==> src/ocfr_pkg.sv <==
// Constants, field layout and states of the overcurrent fault response block
package ocfr_pkg;
  localparam int          CLK_HZ             = 100_000_000;
  localparam int          MS_PER_S           = 1000;
  localparam int          DELAY_UNIT_MS      = 16;
  localparam int          RETRY_UNIT_MS      = 1;
  localparam int          DELAY_TICK_DFLT    = CLK_HZ / MS_PER_S * DELAY_UNIT_MS;
  localparam int          RETRY_TICK_DFLT    = CLK_HZ / MS_PER_S * RETRY_UNIT_MS;
  localparam logic [7:0]  OC_ACTION_CODE     = 8'h47;
  localparam logic [7:0]  OC_ACTION_RESET    = 8'h00;
  localparam int          RESP_HI            = 7;
  localparam int          RESP_LO            = 6;
  localparam int          RETRY_HI           = 5;
  localparam int          RETRY_LO           = 3;
  localparam int          DELAY_HI           = 2;
  localparam int          DELAY_LO           = 0;
  localparam int          DELAY_W            = DELAY_HI - DELAY_LO + 1;
  localparam int          RETRY_W            = RETRY_HI - RETRY_LO + 1;
  localparam int          INTERVAL_W         = 16;
  localparam logic [1:0]  RESP_CONST_LIMIT   = 2'h0;
  localparam logic [1:0]  RESP_UNSUPPORTED   = 2'h1;
  localparam logic [1:0]  RESP_DELAYED_OFF   = 2'h2;
  localparam logic [1:0]  RESP_IMMEDIATE_OFF = 2'h3;
  localparam logic [2:0]  RETRY_FOREVER      = 3'h7;

  typedef enum logic [4:0] {
    ST_OFF     = 5'h01,
    ST_RUN     = 5'h02,
    ST_LIMIT   = 5'h04,
    ST_LATCHED = 5'h08,
    ST_RETRY   = 5'h10
  } ocfr_state_t;
endpackage

==> src/ocfr_core.sv <==
// Per-channel output overcurrent fault response with action register and alert
//
// Notes on behaviour
// - Overcurrent fault sets status byte, status word and overcurrent status bits.
// - Fault drives alert low unless that channel is masked from alerting.
// - Fault bit holds until clear command, off-then-on cycle, or reset.
// - Response 00 keeps running with constant-current limiting; 01 unsupported.
// - Response 10 limits for the delay, then applies retry if still limiting.
// - Response 11 disables the output at once, then applies retry.
// - Retry 000 to 110 latches off until run cycled or reset.
// - Retry 111 restarts without limit until commanded off or other fault.
// - Restart attempts are spaced by the separate restart interval setting.
// - Delay field counts 16 ms units of operation before shutdown.
// - Delay field matters only under the delayed shutdown response.
// - Action byte is host read/write, kept per page, defaults to 0x00.
`timescale 1ns/1ps
module ocfr_core
  import ocfr_pkg::*;
#(
  parameter int NCH          = 2,
  parameter int PAGE_W       = 1,
  parameter int DELAY_TICK   = ocfr_pkg::DELAY_TICK_DFLT,
  parameter int RETRY_TICK   = ocfr_pkg::RETRY_TICK_DFLT
) (
  input  wire logic                                  clk,
  input  wire logic                                  rstn,
  input  wire logic                                  reg_wr,
  input  wire logic                                  reg_rd,
  input  wire logic [7:0]                            reg_code,
  input  wire logic [PAGE_W-1:0]                     reg_page,
  input  wire logic [7:0]                            reg_wdata,
  output logic [7:0]                                 reg_rdata,
  output logic                                       reg_rvalid,
  input  wire logic                                  clear_faults,
  input  wire logic [NCH-1:0]                        channel_run_pin,
  input  wire logic [NCH-1:0]                        operation_on,
  input  wire logic [NCH-1:0]                        oc_detect,
  input  wire logic [NCH-1:0]                        other_fault_off,
  input  wire logic [NCH-1:0]                        alert_mask,
  input  wire logic [NCH-1:0][ocfr_pkg::INTERVAL_W-1:0] restart_interval_setting,
  output logic [NCH-1:0]                             out_enable,
  output logic [NCH-1:0]                             current_limiting,
  output logic [NCH-1:0]                             status_byte_iout_oc,
  output logic [NCH-1:0]                             status_word_iout,
  output logic [NCH-1:0]                             status_iout_oc_fault,
  output logic                                       alert_n
);

  // One flop set for all channels; the three status outputs share the sticky fault flop
  typedef struct packed {
    ocfr_state_t [NCH-1:0] st;
    logic [NCH-1:0][7:0]   action;
    logic [NCH-1:0]        fault;
    logic [NCH-1:0]        on_prev;
    logic [NCH-1:0]        out_en;
    logic [NCH-1:0]        limiting;
    logic                  alert_n;
    logic [7:0]            rdata;
    logic                  rvalid;
  } ocfr_core_t;

  ocfr_core_t core_reg;
  ocfr_core_t core_next;

  logic [NCH-1:0] delay_tick;
  logic [NCH-1:0] delay_done;
  logic [NCH-1:0] retry_tick;
  logic [NCH-1:0] retry_done;
  logic [NCH-1:0] delay_run;
  logic [NCH-1:0] retry_run;
  logic [NCH-1:0] on_w;

  // Where a shutdown goes: endless restart or latch-off
  function automatic ocfr_state_t shut_next(input logic [7:0] act);
    if (act[RETRY_HI:RETRY_LO] == RETRY_FOREVER) begin
      shut_next = ST_RETRY;
    end else begin
      shut_next = ST_LATCHED;
    end
  endfunction

  assign on_w = channel_run_pin & operation_on;

  genvar g;
  generate
    for (g = 0; g < NCH; g++) begin : g_ch
      assign delay_run[g] = (core_reg.st[g] == ST_LIMIT);
      assign retry_run[g] = (core_reg.st[g] == ST_RETRY);

      ocfr_prescaler #(.TICK_CYCLES(DELAY_TICK)) u_delay_pre (
        .clk  (clk),
        .rstn (rstn),
        .run  (delay_run[g]),
        .tick (delay_tick[g])
      );
      ocfr_tick_count #(.W(DELAY_W)) u_delay_cnt (
        .clk   (clk),
        .rstn  (rstn),
        .run   (delay_run[g]),
        .tick  (delay_tick[g]),
        .limit (core_reg.action[g][DELAY_HI:DELAY_LO]),
        .done  (delay_done[g])
      );
      ocfr_prescaler #(.TICK_CYCLES(RETRY_TICK)) u_retry_pre (
        .clk  (clk),
        .rstn (rstn),
        .run  (retry_run[g]),
        .tick (retry_tick[g])
      );
      ocfr_tick_count #(.W(INTERVAL_W)) u_retry_cnt (
        .clk   (clk),
        .rstn  (rstn),
        .run   (retry_run[g]),
        .tick  (retry_tick[g]),
        .limit (restart_interval_setting[g]),
        .done  (retry_done[g])
      );
    end
  endgenerate

  always_comb begin
    logic [1:0] resp;
    logic       on;
    resp      = RESP_CONST_LIMIT;
    on        = 1'b0;
    core_next = core_reg;
    core_next.rvalid = 1'b0;
    for (int c = 0; c < NCH; c++) begin
      on   = on_w[c];
      resp = core_reg.action[c][RESP_HI:RESP_LO];
      core_next.on_prev[c] = on;
      if (reg_wr && reg_code == OC_ACTION_CODE && reg_page == PAGE_W'(c)) begin
        core_next.action[c] = reg_wdata;
      end
      // Clear first so that a fault in the same cycle still lands
      if (clear_faults || (on && !core_reg.on_prev[c])) begin
        core_next.fault[c] = 1'b0;
      end
      if (oc_detect[c] && core_reg.out_en[c]) begin
        core_next.fault[c] = 1'b1;
      end
      case (core_reg.st[c])
        ST_OFF: begin
          if (on) begin
            core_next.st[c] = ST_RUN;
          end
        end
        ST_RUN: begin
          if (oc_detect[c]) begin
            if (resp == RESP_DELAYED_OFF) begin
              core_next.st[c] = ST_LIMIT;
            end else if (resp == RESP_IMMEDIATE_OFF) begin
              core_next.st[c] = shut_next(core_reg.action[c]);
            end
            // Constant limiting and the unsupported code keep running
          end
        end
        ST_LIMIT: begin
          if (!oc_detect[c]) begin
            core_next.st[c] = ST_RUN;
          end else if (delay_done[c]) begin
            core_next.st[c] = shut_next(core_reg.action[c]);
          end
        end
        ST_LATCHED: begin
          core_next.st[c] = ST_LATCHED;
        end
        ST_RETRY: begin
          if (other_fault_off[c]) begin
            core_next.st[c] = ST_LATCHED;
          end else if (retry_done[c]) begin
            core_next.st[c] = ST_RUN;
          end
        end
        default: begin
          core_next.st[c] = ST_OFF;
        end
      endcase
      if (!on) begin
        core_next.st[c] = ST_OFF;
      end
      core_next.out_en[c] = (core_next.st[c] == ST_RUN) || (core_next.st[c] == ST_LIMIT);
      core_next.limiting[c] = core_next.out_en[c] && oc_detect[c] && (resp != RESP_IMMEDIATE_OFF);
    end
    core_next.alert_n = ~|(core_next.fault & ~alert_mask);
    if (reg_rd && reg_code == OC_ACTION_CODE) begin
      core_next.rdata  = core_reg.action[reg_page];
      core_next.rvalid = 1'b1;
    end
  end

  // Nothing nonvolatile is kept, so action bytes return to their default here
  always_ff @(posedge clk or negedge rstn) begin
    if (!rstn) begin
      core_reg         <= '0;
      core_reg.st      <= '{default: ST_OFF};
      core_reg.action  <= {NCH{OC_ACTION_RESET}};
      core_reg.alert_n <= 1'b1;
    end else begin
      core_reg <= core_next;
    end
  end

  assign reg_rdata            = core_reg.rdata;
  assign reg_rvalid           = core_reg.rvalid;
  assign out_enable           = core_reg.out_en;
  assign current_limiting     = core_reg.limiting;
  assign status_byte_iout_oc  = core_reg.fault;
  assign status_word_iout     = core_reg.fault;
  assign status_iout_oc_fault = core_reg.fault;
  assign alert_n              = core_reg.alert_n;

  generate
    for (g = 0; g < NCH; g++) begin : g_chk

    end
  endgenerate
endmodule

==> src/ocfr_prescaler.sv <==
// Tick prescaler: one-cycle tick every TICK_CYCLES clocks while run is high
`timescale 1ns/1ps
module ocfr_prescaler #(
  parameter int TICK_CYCLES = 100
) (
  input  wire logic clk,
  input  wire logic rstn,
  input  wire logic run,
  output logic      tick
);
  import ocfr_pkg::*;
  localparam int CW = $clog2(TICK_CYCLES + 1);
  localparam logic [CW-1:0] LAST = CW'(TICK_CYCLES - 1);

  typedef struct packed {
    logic [CW-1:0] cnt;
    logic          tick;
  } ocfr_pre_t;

  ocfr_pre_t pre_reg;
  ocfr_pre_t pre_next;

  always_comb begin
    pre_next      = pre_reg;
    pre_next.tick = 1'b0;
    if (!run) begin
      pre_next.cnt = '0;
    end else if (pre_reg.cnt == LAST) begin
      pre_next.cnt  = '0;
      pre_next.tick = 1'b1;
    end else begin
      pre_next.cnt = pre_reg.cnt + CW'(1);
    end
  end

  always_ff @(posedge clk or negedge rstn) begin
    if (!rstn) begin
      pre_reg <= '0;
    end else begin
      pre_reg <= pre_next;
    end
  end

  assign tick = pre_reg.tick;
endmodule

==> src/ocfr_tick_count.sv <==
// Tick counter: done rises once limit ticks have passed while run stays high
`timescale 1ns/1ps
module ocfr_tick_count #(
  parameter int W = 8
) (
  input  wire logic         clk,
  input  wire logic         rstn,
  input  wire logic         run,
  input  wire logic         tick,
  input  wire logic [W-1:0] limit,
  output logic              done
);
  import ocfr_pkg::*;

  typedef struct packed {
    logic [W-1:0] cnt;
    logic         done;
  } ocfr_cnt_t;

  ocfr_cnt_t cnt_reg;
  ocfr_cnt_t cnt_next;

  // Restarts from zero whenever run drops, so a cleared fault starts afresh
  always_comb begin
    cnt_next = cnt_reg;
    if (!run) begin
      cnt_next = '0;
    end else if (cnt_reg.cnt >= limit) begin
      cnt_next.done = 1'b1;
    end else if (tick) begin
      cnt_next.cnt = cnt_reg.cnt + W'(1);
    end
  end

  always_ff @(posedge clk or negedge rstn) begin
    if (!rstn) begin
      cnt_reg <= '0;
    end else begin
      cnt_reg <= cnt_next;
    end
  end

  assign done = cnt_reg.done;
endmodule
==> config.mk <==
export PLATFORM = sky130hd
export DESIGN_NAME = ocfr_core
export DESIGN_NICKNAME = d
export VERILOG_FILES = /design/src/ocfr_pkg.sv /design/src/ocfr_core.sv /design/src/ocfr_prescaler.sv /design/src/ocfr_tick_count.sv
export SDC_FILE = /design/constraint.sdc
export NUM_CORES = 1
export LEC_CHECK = 0
export BUFFER_PORTS_ARGS = -buffer_cell sky130_fd_sc_hd__buf_2
export CORE_AREA = 3 3 183 185
export CTS_CLUSTER_SIZE = 30
export DETAILED_ROUTE_END_ITERATION = 7
export DIE_AREA = 0 0 186 188
export PLACE_DENSITY = 0.47
export SLEW_MARGIN = 0
export SYNTH_ARGS = -nofsm -noshare
export SYNTH_HDL_FRONTEND = slang
export SYNTH_HIERARCHICAL = 1
export SYNTH_SLANG_ARGS = --single-unit
==> constraint.sdc <==
create_clock -name clk -period 5.9 [get_ports clk]
set_input_delay 0.295 -clock clk [delete_from_list [all_inputs] [get_ports clk]]
set_output_delay 0.295 -clock clk [all_outputs]
set_load 0.01 [all_outputs]
Yosys cells after proc, flatten, opt, wreduce, memory -nomap -nowiden
Index checks and enable logic that the tools add are counted.
W data, S select, Z words.
Word-level totals
  output and inout bits: 20
  input bits: 64
  flip-flop bits (word level): 166
  logic and storage cells: 166
Cells by class
  order comparisons: 5
  bitwise logic cells: 4
  muxes and demuxes: 59
  equality and inequality tests: 39
  reduce and logical (&&, ||, !) cells: 24
  add/subtract/negate cells: 8
Operator list (number)
  $mux W17: 6
  $mux W5: 18
  $mux W21: 4
  $mux W16: 4
  $pmux W5 S5: 2
  $add A21 B1 Y21 const B: 2
  $eq A21 B21 Y1 const B: 2
  $add A17 B1 Y17 const B: 2
  $eq A17 B17 Y1 const B: 2
  $add A16 B1 Y16 const B: 2
  $ge A16 B16 Y1: 2
  $ne A2 B2 Y1 const B: 14
  $eq A5 B2 Y1 const B: 4
  $eq A5 B3 Y1 const B: 4
  $mux W1: 17
  $mux W8: 2
  $logic_and A1 B1 Y1: 12
  $mux W3: 4
  $eq A5 B1 Y1 const B: 2
  $eq A5 B4 Y1 const B: 2
  $eq A5 B5 Y1 const B: 2
  $eq A2 B2 Y1 const B: 4
  $eq A8 B7 Y1 const B: 1
  $mux W4: 2
  11 further kinds: 23

Longest topological paths before layout
Gate-level depths: netlist of the first run.
  depth in word-level cells: 11
  mapped depth: 9
  depth with buffers taken out: 7

Cells and area by module
The synthesis of the first run kept the hierarchy.
By module, submodules not included
  ocfr_tick_count (g_ch[0].u_retry_cnt ...): times used 2, area each 1356.3 um^2, sequential area each 425.4 um^2, cells each 155
  ocfr_core: times used 1, area each 2293.4 um^2, sequential area each 1104.8 um^2, cells each 223
  ocfr_prescaler (g_ch[0].u_delay_pre ...): times used 2, area each 1088.5 um^2, sequential area each 550.5 um^2, cells each 111
  ocfr_prescaler (g_ch[0].u_retry_pre ...): times used 2, area each 920.9 um^2, sequential area each 450.4 um^2, cells each 89
  ocfr_tick_count (g_ch[0].u_delay_cnt ...): times used 2, area each 291.5 um^2, sequential area each 100.1 um^2, cells each 29

Least setup slack after synthesis of the first run
Ideal clock, no wire load.
  path kind: reg-to-reg
  from: register g_ch[0].u_retry_cnt/cnt_reg[1] (netlist bit)
  to: register g_ch[0].u_retry_cnt/cnt_reg[6] (netlist bit)
  stages on the path, launching flop included: 10
  period minus slack after synthesis: 2.232 ns
  slack: 3.668 ns
  arrival time: 2.093 ns
  path through: dfrtp_1 > inv_1 > ha_1 > nand2b_4 > a2111o_1 > a31o_1 > buf_6 > buf_2 > o311ai_0 > o41ai_1
Between the ends
  word-level cells in the longest chain between the ends: 4
  elaborated cells on any way between the ends: 7
Ends and longest elaborated chain
  start: declaration: line ocfr_tick_count.sv:20  | ocfr_cnt_t cnt_reg;
  start signal: assignment: line ocfr_tick_count.sv:39  | cnt_reg <= cnt_next;
  $add A16 B1 Y16: line ocfr_tick_count.sv:31  | cnt_next.cnt = cnt_reg.cnt + W'(1);
  $mux W16: line ocfr_tick_count.sv:30  | end else if (tick) begin
  $mux W16: line ocfr_tick_count.sv:28  | end else if (cnt_reg.cnt >= limit) begin
  $mux W17: line ocfr_tick_count.sv:26  | if (!run) begin
Parallel ways exist; a longest one is shown, timed or not. The select of a mux whose other input is x is not followed.
A chain may end at the register's enable or synchronous reset.

Worst setup path after layout of the first run
  from: register g_ch[0].u_retry_cnt/cnt_reg[1] (netlist bit)
  to: register g_ch[0].u_retry_cnt/cnt_reg[14] (netlist bit)
Same word-level chain as after synthesis.

==> impl_metrics.env, run 1 <==
export IMPL_die_area_mm2=0.0350
export IMPL_netlist_area_mm2=0.00961
export IMPL_synth_edff_count=0
export IMPL_die_y_um=188
export IMPL_cpPeakStageDelay_ps=620
export IMPL_dr_pass1_iters=4
export IMPL_viasPerCell=5.06
export IMPL_path_delay_family="compound AO/OA/AOI/OAI gates"
export IMPL_largest_register_ffs=42
export IMPL_min_path_type="in2reg"
export IMPL_port_buffers=83
export IMPL_fp_dieW_um=186
export IMPL_slew_headroom_pct=40.0
export IMPL_ys_types=73
export IMPL_post_route_min_period_ps=2620
export IMPL_clkLatencyLatePin_ps=430
export IMPL_cts_htree_levels=4
export IMPL_hpwl_um=15700
export IMPL_start_kind="flop"
export IMPL_cp_max_fo=29
export IMPL_cts_buffer_depth=2
export IMPL_syn_nets=1101
export IMPL_slew_viol_final=0
export IMPL_setup_tns_ps=0
export IMPL_ys_flop_type="dfrtp_1"
export IMPL_peakVddDrop_uv=178
export IMPL_placed_area_mm2=0.0103
export IMPL_cts_tree="yes"
export IMPL_yosysWarnings=6
export IMPL_fin_worst_skew_ps=19.8
export IMPL_final_cell_mix="dfrtp_1, buf_2, nand2_1"
export IMPL_grt_pass1_vias=7320
export IMPL_drt_iter0_drc=456
export IMPL_grt_usage_pct=13.1
export IMPL_power_density_mw_per_mm2=217
export IMPL_start_util_pct=29.8
export IMPL_hold_viol_final=0
export IMPL_fin_crit_sh_pct=44.5
export IMPL_grt_first_pass_wirelength_um=37400
export IMPL_grt_overflow=0
export IMPL_critical_path_buf_inv_count=1
export IMPL_drv_cap=0
export IMPL_clkTransAtPathRegs_ps=80
export IMPL_drive_above_1_share_pct=15.0
export IMPL_post_cts_buffers=0
export IMPL_route_antenna_remaining_nets=0
export IMPL_crit_chain="inv_1 -> ha_1 -> nand2b_4 -> a2111o_1 -> a31o_1 -> or4_1 -> a21oi_1"
export IMPL_row_count=66
export IMPL_antenna_found_initial=1
export IMPL_ys_ff_latch=166
export IMPL_cts_made_buffers=17
export IMPL_place_gp_congestion=0.743
export IMPL_clock_root_buffer="clkbuf_16"
export IMPL_worst_slack_ps=3280
export IMPL_crit_path_top_delay_cell="or4_1"
export IMPL_syn_inst=991
export IMPL_synth_area_per_cell_um2=9.70
export IMPL_ys_seq_area_share_pct=43.3
export IMPL_status="complete, no violations"
export IMPL_cts_sinks=166
export IMPL_final_net_count=1160
export IMPL_worst_slew_pin_slew_ps=900
export IMPL_end_kind="flop"
export IMPL_core_mm2=0.0322
export IMPL_wl_per_cell_um=15.0
export IMPL_layout_commonest_cell="dfrtp_1"
export IMPL_drc=0
export IMPL_rsz0062_at_grt="no"
export IMPL_area_growth_pct=12.8
export IMPL_crit_type="reg2reg"
export IMPL_num_vias=7440
export IMPL_max_freq_mhz=381
export IMPL_place_ws_ps=3290
export IMPL_ios=84
export IMPL_worst_ep_required_time_ps=6260
export IMPL_synth_async_reset_ratio_pct=100
export IMPL_diodes=0
export IMPL_grt_max_degree=74
export IMPL_leakagePower_nw=4.49
export IMPL_setup_violations=0
export IMPL_crit_arrival_ps=2980
export IMPL_final_area_mm2=0.0108
export IMPL_wl_um=22100
## synthesized netlist by cell type (21+ instances only)
cell type / number / area, um^2
nor2_1: 72 / 270
mux2i_1: 22 / 220
dfrtp_1: 163 / 4080
or3_1: 24 / 150
nand3_1: 44 / 220
nand2_1: 74 / 278
xor2_1: 26 / 228
inv_1: 68 / 255
a21oi_1: 56 / 280
o21ai_0: 26 / 130
nand4_1: 33 / 206
ha_1: 46 / 576
nand2b_1: 24 / 150
xnor2_1: 21 / 184
## area by class of cell
cell class / count / area (um^2)
clock buffers: 22 / 464
clock inverters: 10 / 96.3
fillers: 3370 / 21400
inverters: 69 / 259
multi-input cells: 709 / 4900
flip-flops and latches: 166 / 4160
well taps: 408 / 510
repair buffers: 87 / 454
## per-layer routing
metal / global-route usage [%] / wire length [um]
met1: 18.8 / 11300
met2: 20.2 / 9850
met3: 2.41 / 725
met4: 3.27 / 200
met5: 0 / 7
## cell families (layout without fill, tap and decap cells)
logic type                 after synthesis  count (layout)  share of synthesized area (%)
buffers and inverters                  116             188                           5.77
DFF                                    166             166                           43.3
adders and majority gates               46              46                           5.99
xor gates and xnor gates                47              47                           4.28
muxes                                   38              38                           4.17
and+or+nand+nor                        407             407                           24.0
AOI/OAI and AO/OA                      171             171                           12.5
## final timing paths
kind                                                   end  cells past startpoint  slack [ps]                      startpoint
max                        g_ch[0].u_retry_cnt/cnt_reg[14]                      7        3280  g_ch[0].u_retry_cnt/cnt_reg[1]
max in group asynchronous                     core_reg[35]                      3        4240                            rstn
min in group asynchronous   g_ch[1].u_delay_cnt/cnt_reg[2]                      2         470                            rstn
max reg2reg                g_ch[0].u_retry_cnt/cnt_reg[14]                      7        3280  g_ch[0].u_retry_cnt/cnt_reg[1]
min                                           core_reg[30]                      2         100                    reg_wdata[4]
min reg2reg                 g_ch[0].u_delay_pre/pre_reg[1]                      1         460  g_ch[0].u_delay_pre/pre_reg[1]
## timing repair
action | 4_1_cts | 5_1_grt
resized for setup | 0 | 0
hold buffers | 1 | 0
hold endpoints to repair | 70 | 0
## worst register-to-register path: cells and delay by family, from the launching register on
kind	cells	cell delay [ps]
simple gates	2	760
flops	1	390
buf+inv	1	60
compound gates	3	1080
fa+ha+maj	1	260
## through the flow
stage	cells	power [mW]	hold slack (ps)	util, %
2_1_floorplan	991	1.23	-0.591	-
3_3_place_gp	1438	1.29	397	31.9
3_5_place_dp	1438	1.29	394	31.9
4_1_cts	1471	2.40	78.2	33.7
5_1_grt	1471	2.46	84.6	33.7
6_report	1471	2.36	98.5	33.7
## power breakdown
group	total [mW]	switching, mW	internal [mW]
sequential	1.16	0.00821	1.15
combinational	0.113	0.0684	0.0446
clock	1.09	0.480	0.606
Power figures use the tool's default switching activity.
==> inputs of run 2 (changes only) <==
ABC_AREA = 1   (was unset)
CORE_AREA = 3 3 194 196   (was 3 3 183 185)
DIE_AREA = 0 0 197 199   (was 0 0 186 188)
PLACE_DENSITY = 0.46   (was 0.47)
clock period = 2.7 ns   (was 5.9 ns; I/O delays follow)
==> run 2 against run 1 <==
  * Sequential share of layout area shrank 4.5 points
  * Utilization grew 0.19 points
  * Sequential power grew 120%
  * Maximum frequency is 36% higher
  * Final area rose by 13%
  * Global-route usage up 0.56 points
==> impl_metrics.env, run 2 <==
export IMPL_cts_resized=0
export IMPL_power_total_mw=5.35
export IMPL_ys_ff_latch=166
export IMPL_crit_arrival_ps=2300
export IMPL_max_freq_mhz=519
export IMPL_power_switching_mw=1.23
export IMPL_dr_pass1_iters=4
export IMPL_synth_area_per_cell_um2=7.64
export IMPL_power_internal_mw=4.11
export IMPL_drt_iter0_drc=447
export IMPL_row_count=70
export IMPL_worst_ep_required_time_ps=3070
export IMPL_synth_edff_count=0
export IMPL_setup_violations=0
export IMPL_worst_slew_pin_slew_ps=705
export IMPL_cts_htree_levels=4
export IMPL_cts_made_buffers=17
export IMPL_start_kind="flop"
export IMPL_synth_async_reset_ratio_pct=100
export IMPL_fin_crit_sh_pct=71.4
export IMPL_cp_max_fo=17
export IMPL_die_area_mm2=0.0392
export IMPL_drc=0
export IMPL_die_y_um=199
export IMPL_final_net_count=1603
export IMPL_cts_buffer_depth=2
export IMPL_clkTransAtPathRegs_ps=70
export IMPL_min_path_type="in2reg"
export IMPL_hold_viol_final=0
export IMPL_ys_types=43
export IMPL_power_frac_seq_pct=47.5
export IMPL_syn_nets=1519
export IMPL_final_cell_mix="nand2_1, nor2_1, inv_1"
export IMPL_grt_pass1_vias=8927
export IMPL_route_antenna_remaining_nets=0
export IMPL_slew_viol_final=0
export IMPL_slew_headroom_pct=52.9
export IMPL_grt_first_pass_wirelength_um=43800
export IMPL_synth_area_leader_cell="dfrtp_1"
export IMPL_viasPerCell=4.45
export IMPL_layout_commonest_cell="nand2_1"
export IMPL_grt_overflow=0
export IMPL_synth_commonest_cells="nand2_1, nor2_1, inv_1"
export IMPL_clkLatencyLatePin_ps=430
export IMPL_cts_sinks=166
export IMPL_drv_cap=0
export IMPL_peakVddDrop_uv=369
export IMPL_hold_depth=3
export IMPL_largest_register_ffs=42
export IMPL_syn_inst=1409
export IMPL_start_util_pct=29.7
export IMPL_yosysWarnings=6
export IMPL_grt_usage_pct=13.6
export IMPL_power_share_clock_pct=47.2
export IMPL_p_sw_share_pct=23.1
export IMPL_fin_worst_skew_ps=7.97
export IMPL_place_gp_congestion=0.814
export IMPL_yosys_cell_count_top_type="nand2_1"
export IMPL_yosys_top_cells_area="dfrtp_1, nand2_1, nor2_1"
export IMPL_ios=84
export IMPL_hpwl_um=19000
export IMPL_cts_tree="yes"
export IMPL_ys_seq_area_share_pct=38.6
export IMPL_grt_max_degree=62
export IMPL_drive_above_1_share_pct=19.9
export IMPL_core_mm2=0.0363
export IMPL_leakagePower_nw=5.70
export IMPL_netlist_area_mm2=0.0108
export IMPL_area_growth_pct=13.9
export IMPL_synth_top_area_share_pct=37.9
export IMPL_status="complete, no violations"
export IMPL_crit_type="reg2reg"
export IMPL_rsz0062_at_grt="no"
export IMPL_clock_root_buffer="clkbuf_16"
export IMPL_post_cts_buffers=0
export IMPL_fp_dieW_um=197
export IMPL_power_density_mw_per_mm2=436
export IMPL_cts_hold_buf=8
export IMPL_antenna_found_initial=0
export IMPL_end_kind="flop"
export IMPL_port_buffers=83
export IMPL_r2r_worst_path_cells=12
export IMPL_wl_um=25200
export IMPL_setup_tns_ps=0
export IMPL_num_vias=8790
export IMPL_ys_flop_type="dfrtp_1"
export IMPL_wl_per_cell_um=12.8
export IMPL_diodes=0
export IMPL_post_route_min_period_ps=1930
export IMPL_comb_power_share_pct=5.3
==> run 2: changes by cell type after synthesis, sizes merged, moves of 21 or more <==
cell | before | now
mux2i | 22 | 0
nor2 | 74 | 270
or4 | 21 | 0
nand2 | 74 | 376
a21oi | 56 | 32
nand3 | 48 | 120
or3 | 26 | 0
o31ai | 21 | 0
inv | 69 | 179
nand2b | 26 | 0
==> run 2: metal layers <==
| metal | part of all wire, % | wire [um] | global-route usage (%) | vias to the layer above |
|---|---|---|---|---|
| li1 | - | - | - | 4595 |
| met1 | 52 | 13000 | 19.1 | 4069 |
| met2 | 45 | 11300 | 22.0 | 114 |
| met3 | 2.8 | 703 | 2.18 | 12 |
| met4 | 0.81 | 205 | 3.51 | 0 |
| met5 | 0 | 0 | 0 | - |
==> run 2: kinds of logic after synthesis <==
logic type	after synthesis	synth area share, %
buf+inv	214	8.71
xor+xnor	44	3.58
compound gates	108	6.30
flops	166	38.6
simple gates	831	37.5
fa+ha+maj	46	5.34
==> run 2: cell type report <==
type	count	area, um^2
clock buffers	21	450
flip-flops and latches	166	4160
inverters	179	672
repair buffers	100	582
clock inverters	11	150
multi-input cells	1029	5670
fillers	3904	24000
well taps	468	586
==> run 2: worst paths after layout <==
kind | startpoint | slack, ps | end
setup reg to reg | g_ch[1].u_retry_cnt/cnt_reg[4] | 770 | g_ch[1].u_retry_cnt/cnt_reg[15]
min in group asynchronous | rstn | 250 | g_ch[0].u_retry_cnt/cnt_reg[16]
hold reg to reg | g_ch[0].u_retry_pre/pre_reg[1] | 490 | g_ch[0].u_retry_pre/pre_reg[1]
setup / recovery | g_ch[1].u_retry_cnt/cnt_reg[4] | 770 | g_ch[1].u_retry_cnt/cnt_reg[15]
max in group asynchronous | rstn | 1650 | alert_n
hold / removal | oc_detect[0] | 30 | current_limiting[0]
==> run 2: stage by stage <==
stage                     utilization, %  setup slack, ps  hold slack (ps)  instance area, um^2  std cells
after floorplan                        -             1060             -161                10800       1409
after global placement              32.0              796              178                11600       1934
after detailed placement            32.0              760              183                11600       1934
after CTS                           33.8              738             3.17                12300       1974
after global routing                33.8              532             29.7                12300       1974
final                               33.8              773             30.7                12300       1974
==> run 2: critical path, stage by stage (launching register included) <==
cell,delay (ps)
dfrtp_1,460
ha_1,320
nand2_1,90
nor2_1,50
nor2_1,80
nand2_1,60
nand2_1,50
nand2_1,70
nand2_2,90
nand3_4,200
nand2_4,250
nand2_1,80
nand2_1,60
==> run 2: power groups by stage <==
stage / clock network, mW / logic [mW] / registers [mW]
after floorplan: 0 / 0.148 / 2.58
after global placement: 0 / 0.281 / 2.59
after detailed placement: 0 / 0.284 / 2.59
after CTS: 2.63 / 0.294 / 2.54
after global routing: 2.73 / 0.329 / 2.54
final: 2.52 / 0.283 / 2.54
